<file path="config.mk">
export PLATFORM = sky130hd
export DESIGN_NAME = agc_cap_reg
export DESIGN_NICKNAME = d
export VERILOG_FILES = /design/src/agc_pkg.sv /design/src/agc_cap_reg.sv
export VERILOG_INCLUDE_DIRS = /design/src /design/src/src
export SDC_FILE = /design/constraint.sdc
export NUM_CORES = 1
export LEC_CHECK = 0
export CAP_MARGIN = 20
export CORE_AREA = 2 2 76 78
export CTS_CLUSTER_DIAMETER = 120
export CTS_CLUSTER_SIZE = 8
export DETAILED_ROUTE_END_ITERATION = 7
export DIE_AREA = 0 0 78 80
export DONT_BUFFER_PORTS = 1
export GPL_ROUTABILITY_DRIVEN = 0
export GPL_TIMING_DRIVEN = 0
export SYNTH_ARGS = -nofsm -noshare
export SYNTH_HDL_FRONTEND = slang
export SYNTH_SLANG_ARGS = --single-unit
export TNS_END_PERCENT = 10
</file>
<file path="constraint.sdc">
create_clock -name clock -period 1.3 [get_ports clock]
set_clock_uncertainty 0.1 [all_clocks]
set_input_delay 0.195 -clock clock [delete_from_list [all_inputs] [get_ports clock]]
set_output_delay 0.195 -clock clock [all_outputs]
set_load 0.005 [all_outputs]
</file>
<file path="src/agc_regs.svh">
`ifndef AGC_REGS_SVH
`define AGC_REGS_SVH

// ********************************************
// Register map
// ********************************************
`define AGC_CAP_WORD_OFF    12'h010
`define AGC_WORD_RESET      64'h0000000000000000

// ********************************************
// Field positions of the capability word
// ********************************************
`define AGC_MAXXFER_MSB     20
`define AGC_MAXXFER_LSB     16
`define AGC_DRAIN_RB_BIT    9
`define AGC_DST_RB_BIT      8
`define AGC_INTH_REQ_BIT    7
`define AGC_CC_FLUSH_BIT    3
`define AGC_CC_MEM_BIT      2
`define AGC_OVERLAP_BIT     1
`define AGC_BOF_BIT         0
`define AGC_UPPER_LSB       21

// ********************************************
// Timing
// ********************************************
`define AGC_RSP_CYCLES      1

`endif

</file>
<file path="src/agc_pkg.sv">
package agc_pkg;

  typedef logic [63:0] agc_word_t;

  typedef enum logic [1:0] {
    AGC_IDLE = 2'b01,
    AGC_RESP = 2'b10
  } agc_rsp_t;

endpackage

</file>
<file path="src/agc_cap_reg.sv">
`timescale 1ns/10ps
`default_nettype none
`include "agc_regs.svh"

// What this block does
// - The capability word is a 64-bit read-only register at offset 0x10.
// - Bits 20:16 hold N, and the largest transfer any queue may take is 2^N.
// - With bit 9 clear, drain readback addresses and their flags are ignored.
// - With bit 9 set, each drain readback whose valid flag is set is issued.
// - Bit 8 says whether the destination readback flag is honoured.
// - With bit 7 clear, the descriptor's interrupt handle is the table index.
// - Bit 3 says whether the flush cache-control flag decides eviction.
// - Bit 2 says whether the write cache-control flag governs cache use.
// - Bit 1 clear makes any overlap an error; set lets memory move overlap.
// - Overlap is always an error for operations other than memory move.
// - Bit 0 clear makes every page fault stop the operation and report it.
// - Bit 0 set lets queue enable and descriptor flag choose fault blocking.
module agc_cap_reg #(
  parameter int          ADDR_W       = 12,
  parameter int          RB_N         = 2,
  parameter int          HANDLE_W     = 11,
  parameter logic [4:0]  MAX_XFER_EXP = 5'h15,
  parameter logic        CAP_DRAIN_RB = 1'b1,
  parameter logic        CAP_DST_RB   = 1'b1,
  parameter logic        CAP_INTH_REQ = 1'b0,
  parameter logic        CAP_CC_FLUSH = 1'b1,
  parameter logic        CAP_CC_MEM   = 1'b1,
  parameter logic        CAP_OVERLAP  = 1'b1,
  parameter logic        CAP_BOF      = 1'b1,
  parameter logic [42:0] UPPER_FIELDS = 43'h0
) (
  input  wire logic                  clock,
  input  wire logic                  rst_n,
  input  wire logic                  clk_en,
  input  wire logic                  reg_rd,
  input  wire logic                  reg_wr,
  input  wire logic [ADDR_W-1:0]     reg_addr,
  input  wire logic [63:0]           reg_wdata,
  output logic                       reg_ack,
  output logic [63:0]                reg_rdata,
  output logic [4:0]                 max_xfer_exp,
  input  wire logic                  chk_valid,
  input  wire logic                  chk_is_move,
  input  wire logic                  chk_is_flush,
  input  wire logic                  chk_is_write,
  input  wire logic                  chk_overlap,
  input  wire logic                  chk_cache_ctl,
  input  wire logic                  chk_dst_rb,
  input  wire logic [RB_N-1:0]       chk_rb_valid,
  input  wire logic [HANDLE_W-1:0]   chk_handle,
  input  wire logic                  chk_queue_bof_en,
  input  wire logic                  chk_desc_bof,
  input  wire logic                  chk_page_fault,
  output logic                       res_valid_q,
  output logic [RB_N-1:0]            rb_issue_q,
  output logic                       dst_rb_q,
  output logic                       flush_evict_q,
  output logic                       write_cc_q,
  output logic                       overlap_err_q,
  output logic                       fault_block_q,
  output logic                       fault_report_q,
  output logic                       handle_is_index_q,
  output logic [HANDLE_W-1:0]        handle_index_q
);

  // ********************************************
  // Parameter checks
  // ********************************************
  if (ADDR_W < 5 || ADDR_W > 32) begin : g_bad_addr
    $error("ADDR_W must be 5 to 32");
  end
  if (RB_N < 1 || RB_N > 8) begin : g_bad_rb
    $error("RB_N must be 1 to 8");
  end
  if (HANDLE_W < 1 || HANDLE_W > 16) begin : g_bad_handle
    $error("HANDLE_W must be 1 to 16");
  end

  // ********************************************
  // Capability word
  // ********************************************
  agc_pkg::agc_word_t cap_word;
  agc_pkg::agc_rsp_t  rsp_q;
  agc_pkg::agc_rsp_t  rsp_d;
  logic               hit;

  function automatic agc_pkg::agc_word_t build_word();
    agc_pkg::agc_word_t w;
    w = `AGC_WORD_RESET;
    w[63:`AGC_UPPER_LSB] = UPPER_FIELDS;
    w[`AGC_MAXXFER_MSB:`AGC_MAXXFER_LSB] = MAX_XFER_EXP;
    w[`AGC_DRAIN_RB_BIT] = CAP_DRAIN_RB;
    w[`AGC_DST_RB_BIT]   = CAP_DST_RB;
    w[`AGC_INTH_REQ_BIT] = CAP_INTH_REQ;
    w[`AGC_CC_FLUSH_BIT] = CAP_CC_FLUSH;
    w[`AGC_CC_MEM_BIT]   = CAP_CC_MEM;
    w[`AGC_OVERLAP_BIT]  = CAP_OVERLAP;
    w[`AGC_BOF_BIT]      = CAP_BOF;
    return w;
  endfunction

  // Unused ranges are never set, so they read as zero
  assign cap_word     = build_word();
  assign max_xfer_exp = cap_word[`AGC_MAXXFER_MSB:`AGC_MAXXFER_LSB];
  assign hit = (reg_addr == ADDR_W'(`AGC_CAP_WORD_OFF));

  // ********************************************
  // Register port
  // ********************************************
  always_comb begin
    case (rsp_q)
      agc_pkg::AGC_IDLE: begin
        rsp_d = (reg_rd || reg_wr) ? agc_pkg::AGC_RESP : agc_pkg::AGC_IDLE;
      end
      agc_pkg::AGC_RESP: begin
        rsp_d = agc_pkg::AGC_IDLE;
      end
      default: begin
        rsp_d = agc_pkg::AGC_IDLE;
      end
    endcase
  end

  always_ff @(posedge clock or negedge rst_n) begin
    if (!rst_n) begin
      rsp_q <= agc_pkg::AGC_IDLE;
    end else if (clk_en) begin
      rsp_q <= rsp_d;
    end
  end

  assign reg_ack = (rsp_q == agc_pkg::AGC_RESP);

  // Writes are acknowledged but discarded; unmapped reads return zero
  always_ff @(posedge clock or negedge rst_n) begin
    if (!rst_n) begin
      reg_rdata <= `AGC_WORD_RESET;
    end else if (clk_en && rsp_q == agc_pkg::AGC_IDLE) begin
      if (reg_rd && hit) begin
        reg_rdata <= cap_word;
      end else begin
        reg_rdata <= `AGC_WORD_RESET;
      end
    end
  end

  // ********************************************
  // Descriptor feature gating
  // ********************************************
  always_ff @(posedge clock or negedge rst_n) begin
    if (!rst_n) begin
      res_valid_q <= 1'b0;
    end else if (clk_en) begin
      res_valid_q <= chk_valid;
    end
  end

  always_ff @(posedge clock or negedge rst_n) begin
    if (!rst_n) begin
      rb_issue_q <= '0;
      dst_rb_q   <= 1'b0;
    end else if (clk_en && chk_valid) begin
      // Flags are reserved when unsupported, so mask them off
      rb_issue_q <= cap_word[`AGC_DRAIN_RB_BIT] ? chk_rb_valid
                                                : '0;
      dst_rb_q   <= cap_word[`AGC_DST_RB_BIT] & chk_dst_rb;
    end
  end

  always_ff @(posedge clock or negedge rst_n) begin
    if (!rst_n) begin
      flush_evict_q <= 1'b0;
      write_cc_q    <= 1'b0;
    end else if (clk_en && chk_valid) begin
      flush_evict_q <= cap_word[`AGC_CC_FLUSH_BIT] & chk_is_flush
                       & chk_cache_ctl;
      write_cc_q    <= cap_word[`AGC_CC_MEM_BIT] & chk_is_write
                       & chk_cache_ctl;
    end
  end

  always_ff @(posedge clock or negedge rst_n) begin
    if (!rst_n) begin
      overlap_err_q <= 1'b0;
    end else if (clk_en && chk_valid) begin
      overlap_err_q <= chk_overlap & (~chk_is_move
                       | ~cap_word[`AGC_OVERLAP_BIT]);
    end
  end

  // Without support the queue enable and descriptor flag are reserved
  always_ff @(posedge clock or negedge rst_n) begin
    if (!rst_n) begin
      fault_block_q  <= 1'b0;
      fault_report_q <= 1'b0;
    end else if (clk_en && chk_valid) begin
      fault_block_q  <= chk_page_fault & cap_word[`AGC_BOF_BIT]
                        & chk_queue_bof_en & chk_desc_bof;
      fault_report_q <= chk_page_fault & ~(cap_word[`AGC_BOF_BIT]
                        & chk_queue_bof_en & chk_desc_bof);
    end
  end

  // Opaque handles come from software's earlier request
  always_ff @(posedge clock or negedge rst_n) begin
    if (!rst_n) begin
      handle_is_index_q <= 1'b0;
      handle_index_q    <= '0;
    end else if (clk_en && chk_valid) begin
      handle_is_index_q <= ~cap_word[`AGC_INTH_REQ_BIT];
      handle_index_q    <= chk_handle;
    end
  end
endmodule

`default_nettype wire

</file>
==> impl_metrics.py <==
metrics = {
    "yosys": {
        "synth_area_mm2": 0.00150,
        "synth_warnings": 0,
        "synth_area_per_cell_um2": 10.5,
        "synthDistinctLibCells": 23,
        "syn_inst": 143,
        "synth_seq_area_share_pct": 40.1,
        "synth-seq-cells": 24,
    },
    "setup_path": {
        "worstSetupPathType": "flop to primary output",
        "cp_data_required_time_ns": 1.00,
        "arrival_ns": 0.90,
        "path_cells": "buf_4",
        "path_delay_family": "flip-flops",
        "cp_slowest_cell": "dfrtp_2",
        "worst-path-buf-inv": 1,
        "crit_path_max_incr_delay_ns": 0.48,
        "crit_fanout": 10,
        "reg2reg_from": "rsp_q[0]",
        "critPathCaptureType": "primary output",
        "worstReg2RegEnd": "rsp_q[1]",
        "rrSetupSlack_ns": 0.14,
        "ff2ff_path_depth": 3,
        "worstSetupStartpointType": "flop",
    },
    "detailed_routing": {
        "viasPerCell": 3.30,
        "drtIter0Drc": 24,
        "drt_first_pass_iters": 4,
        "vias": 996,
        "ant_nets": 0,
        "drt-total-wl_um": 3040,
        "wl_per_cell_um": 10.1,
        "drc": 0,
    },
    "sta": {
        "hold_ws_ns": -0.00496,
        "setup_viol_count_final": 0,
        "fmax_mhz": 837,
        "period_needed_ns": 1.19,
        "min_period_over_period_pct": 91.9,
        "hold_viol": 1,
        "fin_setup_tns_ns": 0,
        "grt_setup_unrepaired": "false",
        "slew_violations": 0,
    },
    "placement": {
        "port_buffers": 0,
        "dpl.hpwl_um": 2200,
    },
    "pwr": {
        "swShare_pct": 26.0,
        "p_comb_share_pct": 23.2,
        "p_seq_share_pct": 51.7,
        "pwr-share-clk_pct": 25.1,
        "p_leak_nw": 1.16,
        "power_switching_mw": 0.471,
        "p_total_mw": 1.81,
        "powerDensity_mw_per_mm2": 857,
        "p_int_mw": 1.34,
        "vdd_drop_max_uv": 657,
    },
    "clock_tree": {
        "cts.sink_count": 24,
        "cts_tree": "done",
        "cts_buffers": 3,
        "clkTransAtPathRegs_ns": 0.08,
        "insertion_delay_ns": 0.26,
        "cts_buffer_depth": 2,
        "root_buffer": "clkbuf_8",
        "cts_setup_buffers": 0,
        "htreeDepth": 1,
    },
    "floorplanning": {
        "start_util_pct": 27.8,
        "coreArea_mm2": 0.00541,
        "core.rowCount": 27,
        "die_w_um": 78,
        "fp.dieH_um": 80,
        "ioPinCount": 195,
        "die-area_mm2": 0.00624,
    },
    "worst_hold_path": {
        "min-delay-start": "chk_is_flush",
        "min_path_cells": 2,
        "hold_end": "flush_evict_q",
        "hp-class": "primary input to flop",
    },
    "final_layout": {
        "num-nets-final": 335,
        "syn2layout_area_growth_pct": 41.0,
        "antenna_cells": 0,
        "num-fill-cells": 567,
        "drive_above_1_share_pct": 39.6,
    },
    "outcome": {
        "violations": "negative hold slack",
        "outcome": "complete, but fails checks",
    },
    "global_routing": {
        "grt_pass1_wl_um": 4380,
        "grt_max_degree": 25,
        "grt_antenna_before_repair": 0,
        "grt_usage_pct": 8.94,
        "grt_pass1_vias": 898,
        "grt_overflow_total": 0,
    },
    "run": {
        "cap_violations": 0,
    },
}
-- placed cells by master, fill, tap and decap left out, types with 2 or more instances in the layout --
cell,count
nand2_1,7
nand2b_1,2
nor3_1,2
nor2_1,4
buf_4,68
clkbuf_8,3
nor4b_1,2
o21ai_0,6
conb_1,60
mux2_2,6
mux2_4,8
dlygate4sd3_1,24
dfrtp_1,22
inv_1,2
-- stage by stage --
stage                     setup WS (ns)  instance area, um2  cells  utilization, %
after global placement            0.203                1810    273            33.4
after CTS                        0.0339                2090    300            38.7
after floorplan                   0.247                1720    201               -
final                             0.106                2110    302            39.1
after detailed placement          0.162                1810    273            33.4
after global routing             0.0621                2110    302            39.1
-- repair_timing --
action / in CTS / in global routing
endpoints found under the hold margin: 46 / 2
endpoints found under the setup margin: 0 / 8
gates resized for setup: 0 / 1
hold buffers: 23 / 2
-- cells in the mapped netlist (all sizes together) --
master / number / area, um2
conb: 2 / 7.51
o21ai: 6 / 30.0
inv: 2 / 7.51
nand3: 1 / 5.00
a22o: 1 / 8.76
nor2b: 1 / 6.26
dfstp: 1 / 26.3
dfrtp: 23 / 576
nand4: 1 / 6.26
buf: 70 / 527
nand2: 8 / 37.5
nand2b: 2 / 12.5
o31ai: 1 / 7.51
a21oi: 1 / 5.00
mux2: 14 / 188
nor2: 4 / 15.0
nor4b: 2 / 17.5
nor3: 2 / 10.0
a21o: 1 / 7.51
-- cell families after synthesis --
group | after synthesis | share of synthesized area [%]
AOI/OAI and AO/OA | 10 | 3.92
buffers and inverters | 72 | 35.6
DFF | 24 | 40.1
muxes | 14 | 12.5
other | 2 | 0.501
and+or+nand+nor | 21 | 7.34
-- power by group through the flow --
stage / registers [mW] / logic [mW] / clock network (mW)
2_1_floorplan: 0.923 / 0.313 / 0
3_3_place_gp: 0.950 / 0.325 / 0
3_5_place_dp: 0.950 / 0.331 / 0
4_1_cts: 0.937 / 0.408 / 0.466
5_1_grt: 0.950 / 0.466 / 0.491
6_report: 0.936 / 0.421 / 0.455
-- worst max-delay path by stage --
stage,startpoint,endpoint,cells past startpoint
finish,reg_rdata[18],reg_rdata[20],1
global route,reg_rdata[18],reg_rdata[20],1
CTS,reg_rdata[18],reg_rdata[20],1
detailed placement,rsp_q[0],rsp_q[1],3
global placement,rsp_q[0],rsp_q[1],3
floorplan,rsp_q[0],rsp_q[1],3
-- area by class of cell --
cell class	count	area, um2	share of cell area [%]
inverter	2	7.51	0.355
clock buffer	4	45.0	2.13
buffer	70	527	24.9
tap	72	90.1	4.26
sequential	24	603	28.5
multi-input combinational	105	582	27.5
timing repair buffer	25	260	12.3
-- per-layer routing --
layer | up-vias | global-route usage (%) | share of wire (%)
li1 | 507 | - | -
met1 | 427 | 9.82 | 36
met2 | 62 | 15.9 | 51
met3 | 0 | 3.85 | 13
met4 | 0 | 2.11 | 0
met5 | - | 0 | 0
-- flip-flops by register name (all words and copies together) (netlist names) --
| name | count |
|---|---|
| fault_report_q | 1 |
| res_valid_q | 1 |
| overlap_err_q | 1 |
| handle_is_index_q | 1 |
| fault_block_q | 1 |
| dst_rb_q | 1 |
| rsp_q | 2 |
| write_cc_q | 1 |
| reg_rdata | 1 |
| rb_issue_q | 2 |
| handle_index_q | 11 |
| flush_evict_q | 1 |
Power figures use the tool's default switching activity.
